## src/hdl/core_pkg.sv

```systemverilog
// ****************************************************************
// Shared constants of the instruction timing and status core
// ****************************************************************
package core_pkg;
  // Widths
  localparam int PHASES = 4;                       // Phases per instruction cycle
  localparam int IW     = 14;                      // Instruction word width
  localparam int PCW    = 10;                      // Program counter width
  localparam int DW     = 8;                       // Data byte width
  localparam int DAW    = 8;                       // Data address: bank bit plus file
  localparam int FW     = 7;                       // File address within a bank
  localparam int FLW    = 3;                       // Arithmetic flag count
  localparam int WB_AW  = 4;                       // Register bus address width
  localparam int WB_DW  = 32;                      // Register bus data width

  // Status register bit positions
  localparam int ST_C   = 0;                       // Ripple out / borrow
  localparam int ST_DC  = 1;                       // Nibble carry / digit borrow
  localparam int ST_Z   = 2;                       // Result null
  localparam int ST_PD  = 3;                       // Sleep entered
  localparam int ST_TO  = 4;                       // Watchdog expiry
  localparam int ST_RP0 = 5;                       // Direct bank low
  localparam int ST_IRP = 7;                       // Indirect bank (top of bank field)

  // Reset values
  localparam logic [2:0]     BANK_RST   = 3'h0;   // Bank bits after reset
  localparam logic [2:0]     ARITH_RST  = 3'h0;   // Arithmetic flags after reset
  localparam logic [PCW-1:0] PC_RST     = 10'h000; // First fetch address
  localparam logic [IW-1:0]  NOP_WORD   = 14'h0000; // Empty instruction
  localparam logic           RUN_RST    = 1'b1;    // Core runs after reset
  localparam logic [PHASES-1:0] PH_RST  = 4'h1;    // Phase one first

  // Instruction fields
  localparam int OPC_HI = 13;                      // Opcode top bit
  localparam int OPC_LO = 10;                      // Opcode bottom bit
  localparam int BIT_HI = 9;                       // Bit select top
  localparam int BIT_LO = 7;                       // Bit select bottom
  localparam int DEST_B = 7;                       // Destination: 1 = file
  localparam int LIT_HI = 7;                       // Literal top bit
  localparam int NIB_HI = 4;                       // Nibble carry position

  // Opcodes
  localparam logic [3:0] OP_JUMP  = 4'h1;          // Load program counter
  localparam logic [3:0] OP_CLEAR_FILE_OP  = 4'h2;          // clear_file_op
  localparam logic [3:0] OP_BCF   = 4'h3;          // bit_clear_op
  localparam logic [3:0] OP_BSF   = 4'h4;          // bit_set_op
  localparam logic [3:0] OP_NIBBLE_SWAP_OP = 4'h5;          // nibble_swap_op
  localparam logic [3:0] OP_MOVE_W_TO_FILE_OP = 4'h6;          // move_w_to_file_op
  localparam logic [3:0] OP_ADDWF = 4'h7;          // Add working to file
  localparam logic [3:0] OP_SUBTRACT_REGISTER_OP = 4'h8;          // subtract_register_op
  localparam logic [3:0] OP_SUBTRACT_FROM_LITERAL_OP = 4'h9;          // subtract_from_literal_op
  localparam logic [3:0] OP_MOVLW = 4'hA;          // Literal to working
  localparam logic [3:0] OP_MOVF  = 4'hB;          // File move, tests null

  // Data memory map and flag masks
  localparam logic [FW-1:0]  STATUS_FILE = 7'h03;  // Status in every bank
  localparam logic [FLW-1:0] FLAG_NONE   = 3'h0;   // No flag touched
  localparam logic [FLW-1:0] FLAG_Z      = 3'h4;   // Null flag only
  localparam logic [FLW-1:0] FLAG_ALL    = 3'h7;   // All three flags

  // Register bus offsets
  localparam logic [WB_AW-1:0] ADR_CTRL = 4'h0;    // Run control
  localparam logic [WB_AW-1:0] ADR_PROG = 4'h4;    // Phase and program counter
  localparam logic [WB_AW-1:0] ADR_CORE = 4'h8;    // Latch, working, status
  localparam int CTRL_RUN = 0;                     // Run bit position
endpackage

```

## src/hdl/phase_gen.sv

```systemverilog
`timescale 1ns/1ps
// ****************************************************************
// Four-phase divider of the input clock
// ****************************************************************
module phase_gen (
  // Clock and reset
  input  wire logic                        clk_i,
  input  wire logic                        rst_i,
  // Control
  input  wire logic                        run_i,
  // One-hot phase
  output logic [core_pkg::PHASES-1:0]      phase_o
);
  import core_pkg::*;

  // Rotate one-hot phase, frozen while stopped
  always_ff @(posedge clk_i) begin
    if (rst_i) begin
      phase_o <= PH_RST;
    end else if (run_i) begin
      phase_o <= {phase_o[PHASES-2:0], phase_o[PHASES-1]};
    end
  end
endmodule // phase_gen

```

## src/hdl/status_reg.sv

```systemverilog
`timescale 1ns/1ps
// ****************************************************************
// Core status byte with protected bits
// ****************************************************************
module status_reg (
  // Clock and reset
  input  wire logic                        clk_i,
  input  wire logic                        rst_i,
  // Write-back from the pipeline
  input  wire logic                        commit_i,
  input  wire logic                        file_wr_i,
  input  wire logic [core_pkg::DW-1:0]     wdata_i,
  input  wire logic [core_pkg::FLW-1:0]    flag_mask_i,
  input  wire logic [core_pkg::FLW-1:0]    flags_i,
  // Reset-cause events
  input  wire logic                        wdog_expired_i,
  input  wire logic                        sleep_entered_i,
  input  wire logic                        wdog_cleared_i,
  // Status byte
  output logic [core_pkg::DW-1:0]          status_o
);
  import core_pkg::*;

  logic [2:0]     bank_q;                          // Bank select bits
  logic           to_q;                            // Watchdog expiry, low on expiry
  logic           pd_q;                            // Sleep entered, low in sleep
  logic [FLW-1:0] arith_q;                         // Null, nibble, ripple

  // One byte, like any file
  assign status_o = {bank_q, to_q, pd_q, arith_q};

  // Bank bits take plain file writes
  always_ff @(posedge clk_i) begin
    if (rst_i) begin
      bank_q <= BANK_RST;
    end else if (commit_i && file_wr_i) begin
      bank_q <= wdata_i[ST_IRP:ST_RP0];
    end
  end

  // Arithmetic flags: flag logic beats the data write
  always_ff @(posedge clk_i) begin
    if (rst_i) begin
      arith_q <= ARITH_RST;
    end else if (commit_i) begin
      for (int i = 0; i < FLW; i++) begin
        if (flag_mask_i[i]) begin
          arith_q[i] <= flags_i[i];
        end else if (file_wr_i && flag_mask_i == FLAG_NONE) begin
          arith_q[i] <= wdata_i[i];
        end
      end
    end
  end

  // Reset-cause flags: only internal events move them
  always_ff @(posedge clk_i) begin
    if (rst_i) begin
      to_q <= 1'b1;
      pd_q <= 1'b1;
    end else begin
      if (wdog_cleared_i) begin
        to_q <= 1'b1;
        pd_q <= 1'b1;
      end
      if (sleep_entered_i) begin
        to_q <= 1'b1;
        pd_q <= 1'b0;
      end
      if (wdog_expired_i) begin
        to_q <= 1'b0;
      end
    end
  end
endmodule // status_reg

```

## src/hdl/core_timing.sv

```systemverilog
`timescale 1ns/1ps
// ****************************************************************
// What this block does
// - Clock divided into four repeating phases
// - Program counter advances once, at phase one
// - Next word latched at phase four
// - Fetch overlaps execute, one per cycle
// - Program counter changes take two cycles
// - Latch at phase one, execute phases two-four
// - Operand read phase two, result write four
// - Status byte: flags, reset causes, banks
// - Status accepted as any destination
// - Flag-setting ops: flag logic owns flags
// - Reset-cause flags ignore software writes
// - Clear on status: banks zero, null set
// - Subtract: ripple and nibble flags are inverted borrows (set on no borrow)
// - Bank bit plus 7-bit file address
// ****************************************************************
module core_timing (
  // Clock and reset
  input  wire logic                        clk_i,
  input  wire logic                        rst_i,
  // Wishbone slave
  input  wire logic                        wb_cyc_i,
  input  wire logic                        wb_stb_i,
  input  wire logic                        wb_we_i,
  input  wire logic [core_pkg::WB_AW-1:0]  wb_adr_i,
  input  wire logic [core_pkg::WB_DW-1:0]  wb_dat_i,
  input  wire logic [3:0]                  wb_sel_i,
  output logic [core_pkg::WB_DW-1:0]       wb_dat_o,
  output logic                             wb_ack_o,
  // Program memory
  output logic [core_pkg::PCW-1:0]         pmem_addr_o,
  input  wire logic [core_pkg::IW-1:0]     pmem_data_i,
  // Data memory
  output logic [core_pkg::DAW-1:0]         dmem_addr_o,
  output logic                             dmem_rd_o,
  input  wire logic [core_pkg::DW-1:0]     dmem_rdata_i,
  output logic                             dmem_wr_o,
  output logic [core_pkg::DW-1:0]          dmem_wdata_o,
  // Reset-cause events
  input  wire logic                        wdog_expired_i,
  input  wire logic                        sleep_entered_i,
  input  wire logic                        wdog_cleared_i,
  // Core view
  output logic [core_pkg::PHASES-1:0]      phase_o,
  output logic [core_pkg::DW-1:0]          status_o
);
  import core_pkg::*;

  // ****************************************************************
  // Declarations
  // ****************************************************************
  logic           run_q;                           // Phases advance when set
  logic [PCW-1:0] pc_q;                            // program_counter
  logic [IW-1:0]  prefetch_q;                      // Word fetched ahead
  logic [IW-1:0]  ir_q;                            // instruction_latch
  logic [IW-1:0]  ir_d;                            // Word entering the latch
  logic           flush_q;                         // Drop the prefetched word
  logic [DW-1:0]  w_q;                             // Working register
  logic [DW-1:0]  res_q;                           // Result held for phase four
  logic [FLW-1:0] flags_q;                         // Flags held for phase four
  logic [FLW-1:0] fmask_q;                         // Flags touched by the op
  logic           ph1;                             // Active in phase one
  logic           ph2;                             // Active in phase two
  logic           ph3;                             // Active in phase three
  logic           ph4;                             // Active in phase four
  logic           bus_req;                         // New bus request
  // Decode of the executing word
  logic [3:0]     opc;                             // Opcode
  logic [FW-1:0]  file;                            // File address
  logic [DW-1:0]  lit;                             // Literal
  logic           is_status;                       // File is the status byte
  logic           to_file;                         // Result goes to a file
  logic           to_w;                            // Result goes to working
  // Arithmetic
  logic [DW-1:0]  src;                             // Source operand
  logic [DW-1:0]  bitmask;                         // Bit op mask
  logic           sub;                             // Subtract form
  logic [DW-1:0]  add_a;                           // Adder first input
  logic [DW-1:0]  add_b;                           // Adder second input
  logic [DW:0]    sum9;                            // Byte sum with ripple out
  logic [NIB_HI:0] nib5;                           // Nibble sum with carry
  logic [DW-1:0]  res;                             // Result
  logic [FLW-1:0] fl;                              // New flag values
  logic [FLW-1:0] fmask;                           // Flags this op updates

  // File operand check for any word
  function automatic logic file_op(input logic [3:0] op);
    file_op = (op == OP_CLEAR_FILE_OP) || (op == OP_BCF) || (op == OP_BSF) ||
              (op == OP_NIBBLE_SWAP_OP) || (op == OP_MOVE_W_TO_FILE_OP) || (op == OP_ADDWF) ||
              (op == OP_SUBTRACT_REGISTER_OP) || (op == OP_MOVF);
  endfunction

  // ****************************************************************
  // Phase generation
  // ****************************************************************
  phase_gen u_phase (
    .clk_i   (clk_i),
    .rst_i   (rst_i),
    .run_i   (run_q),
    .phase_o (phase_o)
  );

  // Phase enables, held off while stopped
  assign ph1 = run_q && phase_o[0];
  assign ph2 = run_q && phase_o[1];
  assign ph3 = run_q && phase_o[2];
  assign ph4 = run_q && phase_o[3];

  // ****************************************************************
  // Fetch stage
  // ****************************************************************
  // Word handed to execute, empty after a jump
  assign ir_d = flush_q ? NOP_WORD : prefetch_q;

  // Program counter and fetch address
  always_ff @(posedge clk_i) begin
    if (rst_i) begin
      pc_q        <= PC_RST;
      pmem_addr_o <= PC_RST;
    end else if (ph1) begin
      pmem_addr_o <= pc_q;
      pc_q        <= pc_q + 1'b1;
    end else if (ph4 && opc == OP_JUMP) begin
      pc_q        <= ir_q[BIT_HI:0];
    end
  end

  // Prefetch capture and flush marker
  always_ff @(posedge clk_i) begin
    if (rst_i) begin
      prefetch_q <= NOP_WORD;
      flush_q    <= 1'b0;
    end else if (ph4) begin
      prefetch_q <= pmem_data_i;
      flush_q    <= (opc == OP_JUMP);
    end else if (ph1) begin
      flush_q    <= 1'b0;
    end
  end

  // Instruction latch loads as the new cycle starts
  always_ff @(posedge clk_i) begin
    if (rst_i) begin
      ir_q <= NOP_WORD;
    end else if (ph1) begin
      ir_q <= ir_d;
    end
  end

  // ****************************************************************
  // Decode
  // ****************************************************************
  assign opc       = ir_q[OPC_HI:OPC_LO];
  assign file      = ir_q[FW-1:0];
  assign lit       = ir_q[LIT_HI:0];
  assign is_status = file_op(opc) && (file == STATUS_FILE);
  assign bitmask   = 8'h01 << ir_q[BIT_HI:BIT_LO];

  // Destination select
  always_comb begin
    to_file = 1'b0;
    to_w    = 1'b0;
    case (opc)
      OP_CLEAR_FILE_OP, OP_BCF, OP_BSF, OP_MOVE_W_TO_FILE_OP: begin
        to_file = 1'b1;
      end
      OP_NIBBLE_SWAP_OP, OP_ADDWF, OP_SUBTRACT_REGISTER_OP, OP_MOVF: begin
        to_file = ir_q[DEST_B];
        to_w    = !ir_q[DEST_B];
      end
      OP_SUBTRACT_FROM_LITERAL_OP, OP_MOVLW: begin
        to_w    = 1'b1;
      end
      default: begin
        to_file = 1'b0;
      end
    endcase
  end

  // ****************************************************************
  // Arithmetic, valid in phase three
  // ****************************************************************
  // Status byte read internally, never from memory
  assign src   = is_status ? status_o : dmem_rdata_i;
  assign sub   = (opc == OP_SUBTRACT_REGISTER_OP) || (opc == OP_SUBTRACT_FROM_LITERAL_OP);
  assign add_a = (opc == OP_SUBTRACT_FROM_LITERAL_OP) ? lit : src;
  // Subtract adds the two's complement of working
  assign add_b = sub ? ~w_q : w_q;
  assign sum9  = {1'b0, add_a} + {1'b0, add_b} + {8'h00, sub};
  assign nib5  = {1'b0, add_a[3:0]} + {1'b0, add_b[3:0]} + {4'h0, sub};

  // Result and flag selection
  always_comb begin
    res   = src;
    fmask = FLAG_NONE;
    case (opc)
      OP_CLEAR_FILE_OP: begin
        res   = 8'h00;
        fmask = FLAG_Z;
      end
      OP_BCF: begin
        res   = src & ~bitmask;
      end
      OP_BSF: begin
        res   = src | bitmask;
      end
      OP_NIBBLE_SWAP_OP: begin
        res   = {src[3:0], src[7:4]};
      end
      OP_MOVE_W_TO_FILE_OP: begin
        res   = w_q;
      end
      OP_MOVLW: begin
        res   = lit;
      end
      OP_MOVF: begin
        fmask = FLAG_Z;
      end
      OP_ADDWF, OP_SUBTRACT_REGISTER_OP, OP_SUBTRACT_FROM_LITERAL_OP: begin
        res   = sum9[DW-1:0];
        fmask = FLAG_ALL;
      end
      default: begin
        res   = src;
      end
    endcase
  end

  // Ripple and nibble carry read as no-borrow in subtraction
  always_comb begin
    fl       = FLAG_NONE;
    fl[ST_Z] = (res == 8'h00);
    fl[ST_DC] = nib5[NIB_HI];
    fl[ST_C] = sum9[DW];
  end

  // ****************************************************************
  // Data memory strobes
  // ****************************************************************
  // Operand read: address set in phase one, strobe high in phase two
  always_ff @(posedge clk_i) begin
    if (rst_i) begin
      dmem_addr_o <= 8'h00;
      dmem_rd_o   <= 1'b0;
    end else if (ph1) begin
      dmem_addr_o <= {status_o[ST_RP0], ir_d[FW-1:0]};
      dmem_rd_o   <= file_op(ir_d[OPC_HI:OPC_LO]) &&
                     (ir_d[FW-1:0] != STATUS_FILE);
    end else if (ph2) begin
      dmem_rd_o   <= 1'b0;
    end
  end

  // Destination write: strobe high in phase four
  always_ff @(posedge clk_i) begin
    if (rst_i) begin
      dmem_wr_o    <= 1'b0;
      dmem_wdata_o <= 8'h00;
    end else if (ph3) begin
      dmem_wr_o    <= to_file && !is_status;
      dmem_wdata_o <= res;
    end else if (ph4) begin
      dmem_wr_o    <= 1'b0;
    end
  end

  // Result and flags held for write-back
  always_ff @(posedge clk_i) begin
    if (rst_i) begin
      res_q   <= 8'h00;
      flags_q <= FLAG_NONE;
      fmask_q <= FLAG_NONE;
    end else if (ph3) begin
      res_q   <= res;
      flags_q <= fl;
      fmask_q <= fmask;
    end
  end

  // Working register write-back
  always_ff @(posedge clk_i) begin
    if (rst_i) begin
      w_q <= 8'h00;
    end else if (ph4 && to_w) begin
      w_q <= res_q;
    end
  end

  // ****************************************************************
  // Status register
  // ****************************************************************
  status_reg u_status (
    .clk_i           (clk_i),
    .rst_i           (rst_i),
    .commit_i        (ph4),
    .file_wr_i       (to_file && is_status),
    .wdata_i         (res_q),
    .flag_mask_i     (fmask_q),
    .flags_i         (flags_q),
    .wdog_expired_i  (wdog_expired_i),
    .sleep_entered_i (sleep_entered_i),
    .wdog_cleared_i  (wdog_cleared_i),
    .status_o        (status_o)
  );

  // ****************************************************************
  // Wishbone slave
  // ****************************************************************
  assign bus_req = wb_cyc_i && wb_stb_i && !wb_ack_o;

  // Acknowledge one cycle after the request
  always_ff @(posedge clk_i) begin
    if (rst_i) begin
      wb_ack_o <= 1'b0;
    end else begin
      wb_ack_o <= bus_req;
    end
  end

  // Read data, zero for unmapped offsets
  always_ff @(posedge clk_i) begin
    if (rst_i) begin
      wb_dat_o <= 32'h00000000;
    end else if (bus_req) begin
      case (wb_adr_i)
        ADR_CTRL: wb_dat_o <= {31'h00000000, run_q};
        ADR_PROG: wb_dat_o <= {18'h00000, phase_o, pc_q};
        ADR_CORE: wb_dat_o <= {2'h0, ir_q, w_q, status_o};
        default:  wb_dat_o <= 32'h00000000;
      endcase
    end
  end

  // Run control, written on the acknowledge edge
  always_ff @(posedge clk_i) begin
    if (rst_i) begin
      run_q <= RUN_RST;
    end else if (wb_cyc_i && wb_stb_i && wb_ack_o && wb_we_i &&
                 wb_sel_i[0] && wb_adr_i == ADR_CTRL) begin
      run_q <= wb_dat_i[CTRL_RUN];
    end
  end
endmodule // core_timing

```

## config.mk

```make
export PLATFORM = sky130hd
export DESIGN_NAME = core_timing
export DESIGN_NICKNAME = d
export VERILOG_FILES = /design/src/hdl/core_pkg.sv /design/src/hdl/phase_gen.sv /design/src/hdl/status_reg.sv /design/src/hdl/core_timing.sv
export SDC_FILE = /design/constraint.sdc
export NUM_CORES = 1
export LEC_CHECK = 0
export BUFFER_PORTS_ARGS = -buffer_cell sky130_fd_sc_hd__buf_2
export CORE_MARGIN = 3
export CORE_UTILIZATION = 49
export DETAILED_ROUTE_END_ITERATION = 8
export GPL_TIMING_DRIVEN = 0
export PLACE_DENSITY = 0.77
export SYNTH_ARGS = -nofsm -noshare
export SYNTH_HDL_FRONTEND = slang
export SYNTH_HIERARCHICAL = 1
export SYNTH_SLANG_ARGS = --single-unit
```

## constraint.sdc

```tcl
create_clock -name clk_i -period 3.2 [get_ports clk_i]
set_input_delay 0.16 -clock clk_i [delete_from_list [all_inputs] [get_ports clk_i]]
set_output_delay 0.16 -clock clk_i [all_outputs]
set_load 0.02 [all_outputs]
```

==> reports/qor.yml, run 1 <==
drt:
  wl_per_cell_um: 19.2
  wl_um: 21500
  drc_errors: 0
  drtIter0Drc: 793
  final_antenna_net_count: 0
  via_per_inst: 6.03
  num_vias: 6735
  drt_first_pass_iters: 6
power:
  leakage_nw: 3.19
  ir_worst_vdd_v: 0.000371
  fin_total_pwr_w: 0.00359
  power_per_cell_area_nw_per_um2: 456
cells_and_area:
  final_nets: 1018
  area_growth_pct: 27.8
  fin_area_um2: 7880
  diodes: 0
  drive_gt1_frac: 0.224
  layout_common_cells: "124 x nor2_1, 111 x buf_2, 108 x dfxtp_1"
  final_common_cell: "nor2_1"
  multi_input_area_um2: 3660
  seq_area_um2: 2360
  num-fill-cells: 1039
synthesis:
  async_flop_share: 0
  netlist-cell-type-count: 74
  ys_seq_area_frac: 0.380
  syn_area_per_cell_um2: 7.82
  netlist_area_um2: 6170
  ys_warn_count: 6
  synthFlopType: "dfxtp_1"
  synth_edf_count: 0
  postSynthCellCount: 789
  synth-seq-cells: 117
clock_tree:
  clk_pin_slew_worst_paths_ns: 0.05
  clockBufferDepth: 2
  insertion_delay_ns: 0.42
  cts_buffers: 17
  ctsHtreeMaxLevel: 4
  cts_tree: "yes"
  root_buffer: "clkbuf_16"
  clock_sinks: 117
timing:
  post-route-min-period_ns: 3.45
  setup_violations: 5
  rsz0062_at_grt: "yes"
  fin_worst_skew_ns: 0.00742
  fin_crit_sh: 1.08
  fin_ws_ns: -0.252
  max_slew_margin: 0.381
  tightest_slew_ns: 0.923
  clock.fmax_mhz: 290
  final-max-slew-violation-count: 0
  whs_ns: 0.0107
  finalHoldViolCount: 0
  tns_ns: -0.525
placed_design:
  numPortBuffers: 106
  post-dp-hpwl_um: 15300
  dpl_cell_area_um2: 6920
  routabilityCongestion: 0.981
die:
  initial_utilization: 0.507
  fp.dieH_um: 118
  die-area_um2: 14000
  die_w_um: 118
  fp.coreArea_um2: 12200
  rows: 40
  num_io_pins: 143
run:
  maxCapViolations: 0
worst_setup_path:
  cp_slowest_cell: "fa_2"
  cp.required_ns: 3.56
  worst_ep_arrival_time_ns: 3.81
  criticalPathCategory: "reg2reg"
  rr_worst_depth: 15
  cp-start-kind: "flop"
  critPathMaxFanout: 5
  crit_chain: "nor4_4 > o311ai_4 > o21ai_2 > a21oi_4 > or2_4 > fa_2 > a21o_1 > a21oi_4 > buf_4 > o21ai_2 > xnor2_1 > o211ai_1 > a21o_1 > nor3_2 > a41o_1"
  endpoint_kind: "flop"
  r2r_slack_ns: -0.25
  slowest_delay_ns: 0.37
worst_hold_path:
  hold_depth: 3
  hp-class: "in2reg"
grt:
  overflow: 0
  grt.total_usage: 0.303
  grt_pass1_wl_um: 33600
  grt_pass1_vias: 6141
  antenna_found_initial: 0
  grt_max_degree: 17
status:
  failed_checks: "setup timing"
  status: "finished, violations left"
worst paths after layout:
| path | start | end |
|---|---|---|
| setup / recovery | ir_q[6] | flags_q[2] |
| hold / removal | pmem_data_i[6] | prefetch_q[6] |
| setup reg to reg | ir_q[6] | flags_q[2] |
| hold reg to reg | pmem_addr_o[7] | pmem_addr_o[7] |
stage by stage:
step	cells	util	setup WS, ns
2_1_floorplan	790	-	0.00459
3_3_place_gp	1064	0.569	-0.779
3_5_place_dp	1064	0.569	-0.790
4_1_cts	1115	0.641	-0.287
5_1_grt	1117	0.648	-0.343
6_report	1117	0.648	-0.252
cells by family after synthesis:
| kind of cell | synth area share |
|---|---|
| compound gates | 0.237 |
| fa+ha+maj | 0.0195 |
| other cells | 0.000608 |
| flops | 0.380 |
| buf+inv | 0.0554 |
| xor+xnor | 0.0170 |
| mux | 0.0327 |
| simple gates | 0.258 |
power by group:
part           total (W)  switching, W  internal, W
clock            0.00175      0.000625      0.00113
sequential       0.00152     0.0000337      0.00148
combinational   0.000323      0.000200     0.000123
Yosys cell counts (all sizes together) (3+ instances only):
master  instances  share of area
o211ai          6         0.0073
a211oi         14          0.018
nor2          125          0.076
o2111a          3         0.0055
nor3           14          0.011
buf            25          0.026
xnor2          11          0.016
nand4b          4         0.0057
o21ai          27          0.023
ha              8          0.016
a222oi          3         0.0049
nand4           5         0.0051
a21oi          89          0.074
and3            9         0.0099
dfxtp         117           0.38
a22oi          35          0.043
o221ai          3         0.0043
nand2          95          0.058
a21o            5         0.0061
mux2i          19          0.031
nor4            4         0.0065
a31oi           6         0.0061
nor2b          10          0.011
and2            8         0.0081
o21a            3         0.0037
a221o           4         0.0065
clkbuf         41          0.025
nand2b         11          0.011
or3             3         0.0030
nand3          21          0.019
inv             6         0.0037
nor3b           3         0.0037
nand3b         15          0.018
a221oi          4         0.0057
cell type report:
type,count,share of cell area
clock inverters,5,0.00635
well taps,168,0.0267
plain buffers,65,0.0407
multi-input cells,600,0.465
inverters,7,0.00333
flip-flops and latches,117,0.300
clock buffers,24,0.0624
repair buffers,131,0.0962
routing by layer:
| layer | wire, um | track usage | up-vias |
|---|---|---|---|
| li1 | - | - | 3116 |
| met4 | 913 | 0.146 | 0 |
| met5 | 0 | 0 | - |
| met3 | 2330 | 0.0699 | 67 |
| met2 | 9370 | 0.451 | 452 |
| met1 | 8840 | 0.414 | 3100 |
worst max-delay path, delay by kind of cell, from the launching register on:
kind                       cells  cell delay (ns)
adders and majority gates      1             0.37
xor gates and xnor gates       1             0.21
buffers and inverters          1             0.14
and+or+nand+nor                3             0.79
DFF                            1             0.36
AOI/OAI and AO/OA              9             1.52
flip-flops by register name, indices dropped and copies added (netlist names), 2 cells and up:
register / flops
wb_dat_o: 30
ir_q: 14
prefetch_q: 14
pc_q: 10
pmem_addr_o: 10
res_q: 8
w_q: 8
u_phase/phase_o: 4
flags_q: 3
u_status/arith_q: 3
u_status/bank_q: 3
fmask_q: 2
repair_timing:
action / CTS / global route
hold buffers: 16 / 0
endpoints found under the hold margin: 14 / 0
buffers inserted: 7 / 2
gates resized for setup: 38 / 14
setup endpoints to repair: 9 / 7
pin swaps: 22 / 14
(Power assumes the default switching activity.)
==> run 2: changes to the inputs <==
- CORE_UTILIZATION: 49 -> 51
- CTS_BUF_LIST: default -> sky130_fd_sc_hd__clkbuf_4
- PLACE_DENSITY: 0.77 -> 0.79
- SKIP_CTS_REPAIR_TIMING: default -> 1
==> reports/qor.yml, run 2 (synthesized netlist as in run 1, its figures left out) <==
status:
  status: "finished, violations left"
  failed_checks: "setup timing"
drt:
  drc_errors: 0
  maxUsedRoutingLayer: "met4"
  final_antenna_net_count: 0
  wl_met1_um: 8750
  drt_first_pass_iters: 8
  num_vias: 6665
  drtIter0Drc: 774
  met2_length_um: 9330
  via_per_inst: 6.04
  route.met3.wl_um: 2540
  wl_um: 21400
  wl_per_cell_um: 19.4
worst_hold_path:
  hp-class: "in2reg"
  hold_depth: 6
  min_to: "wb_dat_o[0]"
  hp-start: "wb_adr_i[3]"
die:
  die_w_um: 116
  die-area_um2: 13400
  initial_utilization: 0.531
  rows: 39
  num_io_pins: 143
  fp.coreArea_um2: 11600
  fp.dieH_um: 116
worst_setup_path:
  critPathMaxFanout: 7
  rr_worst_depth: 14
  cp-start-kind: "flop"
  worst_ep_arrival_time_ns: 4.15
  cp.required_ns: 3.71
  criticalPathCategory: "reg2reg"
  r2r_end: "flags_q[2]"
  worstReg2RegStart: "ir_q[1]"
  r2r_slack_ns: -0.44
  endpoint_kind: "flop"
timing:
  fin_crit_sh: 1.14
  finalHoldViolCount: 0
  max_slew_margin: 0.387
  clock.fmax_mhz: 275
  tightest_slew_ns: 0.913
  post-route-min-period_ns: 3.64
  rsz0062_at_grt: "yes"
  final-max-slew-violation-count: 0
  fin_worst_skew_ns: 0.0222
  setup_violations: 7
  fin_ws_ns: -0.439
cells_and_area:
  largest_reg_flops: 30
  final_util: 0.675
  area_growth_pct: 27.0
  final_common_cell: "nor2_1"
  num-fill-cells: 976
  fin_area_um2: 7840
  final_nets: 1025
  top_register: "wb_dat_o"
  layout_common_cells: "124 x nor2_1, 112 x dfxtp_1, 111 x buf_2"
  drive_gt1_frac: 0.238
  reg_top3: "wb_dat_o (30), ir_q (14), prefetch_q (14)"
grt:
  grt_pass1_wl_um: 32100
  grt_pass1_vias: 5833
  grt.total_usage: 0.311
  overflow: 0
  antenna_found_initial: 0
  grt_max_degree: 17
clock_tree:
  cts_buffers: 17
  insertion_delay_ns: 0.56
  clock_sinks: 117
  ctsHtreeMaxLevel: 4
  clockBufferDepth: 2
  cts_tree: "yes"
  root_buffer: "clkbuf_4"
  clk_pin_slew_worst_paths_ns: 0.11
placed_design:
  post-dp-hpwl_um: 15300
  numPortBuffers: 106
  routabilityCongestion: 0.966
  dpl_cell_area_um2: 6890
power:
  power_per_cell_area_nw_per_um2: 400
  leakage_nw: 3.14
  ir_worst_vdd_v: 0.000403
run:
  maxCapViolations: 0
-- run 2: cell types whose count changed in the layout (fill, tap and decap cells not counted), moves of 4 or more --
cell	before	now
clkbuf_16	17	0
clkbuf_8	4	0
clkbuf_4	0	18
clkinv_2	4	0
dfxtp_1	108	112
inv_6	0	5
dlygate4sd3_1	16	21
-- run 2: critical path, stage by stage, from the launching register on --
cell and delay (ns):
dfxtp_1 0.56, and3b_2 0.31, o311ai_4 0.15, o21ai_2 0.23, a21oi_4 0.09, or2_4 0.24
fa_2 0.40, a21o_1 0.20, a21oi_4 0.17, xor2_1 0.19, o221ai_1 0.15, a211oi_2 0.37
nand4b_1 0.14, nor3_1 0.21, a41o_1 0.18
-- run 2: worst max path at each step --
stage | start | cells past startpoint | slack, ns | endpoint
final | ir_q[1] | 14 | -0.44 | flags_q[2]
after global routing | ir_q[11] | 14 | -0.51 | flags_q[2]
after CTS | ir_q[3] | 14 | -0.75 | flags_q[2]
after detailed placement | ir_q[3] | 14 | -0.72 | flags_q[2]
after global placement | ir_q[3] | 14 | -0.78 | flags_q[2]
after floorplan | ir_q[13] | 16 | 0.005 | flags_q[2]
-- run 2: power breakdown --
part           total [W]  internal, W  switching, W
combinational   0.000340     0.000135      0.000205
sequential       0.00151      0.00148     0.0000346
clock            0.00128     0.000643      0.000637
-- run 2: layer usage --
metal  track usage  up-vias
met5             0        -
met4         0.133        0
met3        0.0715       68
met2         0.455      394
met1         0.439     3069
li1              -     3134
-- run 2: through the flow --
stage          setup WS (ns)  setup TNS [ns]  hold WS [ns]  total power [W]  std cells
6_report              -0.439           -1.20         0.113          0.00313       1103
5_1_grt               -0.515           -1.79         0.180          0.00324       1102
4_1_cts               -0.752           -3.10        -0.245          0.00308       1071
3_5_place_dp          -0.723           -2.96         0.357          0.00183       1039
3_3_place_gp          -0.775           -3.35         0.348          0.00182       1039
2_1_floorplan        0.00459               0         0.229          0.00172        790
-- run 2: final cells by class --
type                       count  area [um2]  share of cell area
buffer                        65         320              0.0409
sequential                   117        2350               0.300
clock inverter                15         216              0.0276
antenna                        1        2.50            0.000319
inverter                       7        26.3             0.00335
tap                          143         179              0.0228
clock buffer                  17         128              0.0163
timing repair buffer         138         823               0.105
multi-input combinational    600        3790               0.483
==> run 3: changes to the inputs <==
- REMOVE_ABC_BUFFERS: default -> 1
==> reports/qor.yml, run 3 (synthesized netlist as in run 1, its figures left out) <==
worst_setup_path:
  critPathMaxFanout: 4
  worst_ep_arrival_time_ns: 4.06
  slowest_delay_ns: 0.40
  cp_slowest_cell: "nor4_4"
  rr_worst_depth: 14
  crit_chain: "nor4_4 > o311ai_4 > o21ai_2 > a21oi_4 > or2_4 > fa_2 > a21o_1 > a21oi_4 > xor2_2 > o221ai_2 > a211oi_2 > nand4b_1 > nor3_2 > a41o_1"
  criticalPathCategory: "reg2reg"
  cp-start-kind: "flop"
  endpoint_kind: "flop"
  cp.required_ns: 3.72
  crit_top_cell: "a21oi_4"
power:
  seq_power_share: 0.503
  swShare: 0.261
  power_per_cell_area_nw_per_um2: 394
  ir_worst_vdd_v: 0.000308
  p_clk_frac: 0.392
  power.switching_w: 0.000783
  comb_power_share: 0.104
  leakage_nw: 3.08
  fin_total_pwr_w: 0.00300
  p_int_w: 0.00222
clock_tree:
  cts_tree: "yes"
  clock_sinks: 117
  cts_buffers: 17
  clockBufferDepth: 2
  ctsHtreeMaxLevel: 4
  root_buffer: "clkbuf_4"
  insertion_delay_ns: 0.57
  clk_pin_slew_worst_paths_ns: 0.12
die:
  rows: 39
  die_w_um: 116
  die-area_um2: 13400
  initial_utilization: 0.531
  num_io_pins: 143
  fp.dieH_um: 116
  fp.coreArea_um2: 11600
timing:
  fin_ws_ns: -0.342
  clock.fmax_mhz: 282
  max_slew_margin: 0.132
  setup_violations: 3
  rsz0062_at_grt: "yes"
  post-route-min-period_ns: 3.54
  fin_crit_sh: 1.11
  fin_worst_skew_ns: 0.0230
  whs_ns: 0.0325
  tightest_slew_ns: 1.30
  finalHoldViolCount: 0
  final-max-slew-violation-count: 0
drt:
  num_vias: 6468
  drtIter0Drc: 720
  drc_errors: 0
  drt_first_pass_iters: 5
  wl_per_cell_um: 19.0
  met2_length_um: 9410
  route.met3.wl_um: 1530
  final_antenna_net_count: 0
  wl_met1_um: 8260
  via_per_inst: 6.13
  maxUsedRoutingLayer: "met4"
  wl_um: 20000
cells_and_area:
  layout_common_cells: "124 x nor2_1, 107 x dfxtp_1, 105 x buf_2"
  final_nets: 977
  final_common_cell: "nor2_1"
  top_register: "wb_dat_o"
  reg_top3: "wb_dat_o (30), ir_q (14), prefetch_q (14)"
  drive_gt1_frac: 0.247
  area_growth_pct: 23.6
  largest_reg_flops: 30
status:
  failed_checks: "setup timing"
  status: "finished, violations left"
grt:
  grt.total_usage: 0.283
  grt_pass1_vias: 5354
  antenna_found_initial: 1
  grt_pass1_wl_um: 29100
  grt_max_degree: 78
  overflow: 0
placed_design:
  numPortBuffers: 106
  post-dp-hpwl_um: 13300
  routabilityCongestion: 0.986
run:
  maxCapViolations: 0
worst_hold_path:
  hp-class: "in2reg"
  hold_depth: 2
## run 3: changes by cell type in the layout (fill, tap and decap cells not counted), sizes merged
| cell | previous run | this run |
|---|---|---|
| dlygate4sd3 | 21 | 20 |
| clkinv | 5 | 9 |
| clkinvlp | 0 | 2 |
| buf | 140 | 134 |
| clkbuf | 59 | 19 |
| inv | 13 | 6 |
## run 3: through the flow
stage               instance area [um2]  utilization  TNS [ns]  cells  setup WS [ns]
floorplan                          5860            -    -0.777    724         -0.361
CTS                                6950        0.598     -9.26   1008          -1.62
detailed placement                 6640        0.572     -8.89    976          -1.57
global route                       7620        0.656     -1.24   1055         -0.474
finish                             7620        0.656    -0.503   1055         -0.342
global placement                   6570        0.565     -9.20    973          -1.59
## run 3: final cells by class
cell class                      count  area (um2)
Antenna cell                        1        2.50
Clock buffer                       19         143
Clock inverter                     13         163
Fill cell                         986        3990
Inverter                            7        30.0
Multi-Input combinational cell    600        3740
Sequential cell                   117        2370
Tap cell                          143         179
Timing Repair Buffer              154         983
Timing Repair inverter              1        5.00
## run 3: path summary, 6_finish.rpt
path                  startpoint             end  slack [ns]
setup / recovery         ir_q[3]      flags_q[2]       -0.34
hold / removal             rst_i     wb_dat_o[6]        0.03
setup reg to reg         ir_q[3]      flags_q[2]       -0.34
hold reg to reg   pmem_addr_o[4]  pmem_addr_o[4]        0.46
## run 3: layer usage
metal | vias to the layer above | GRT usage
li1 | 3035 | -
met1 | 3047 | 0.377
met2 | 316 | 0.433
met3 | 70 | 0.0736
met4 | 0 | 0.129
met5 | - | 0
## run 3: critical path: cells and delay by family (launching register included)
family | cells | cell delay [ns]
AO/OA/AOI/OAI | 8 | 1.46
XOR/XNOR | 1 | 0.26
adder cells (fa/ha/maj) | 1 | 0.40
flip-flops | 1 | 0.37
AND/OR/NAND/NOR | 4 | 1.02
## run 3: power groups by stage
stage / registers (W) / logic, W / clock network, W
2_1_floorplan: 0.00155 / 0.000133 / 0
3_3_place_gp: 0.00155 / 0.000248 / 0
3_5_place_dp: 0.00155 / 0.000260 / 0
4_1_cts: 0.00152 / 0.000263 / 0.00119
5_1_grt: 0.00152 / 0.000340 / 0.00126
6_report: 0.00151 / 0.000313 / 0.00118
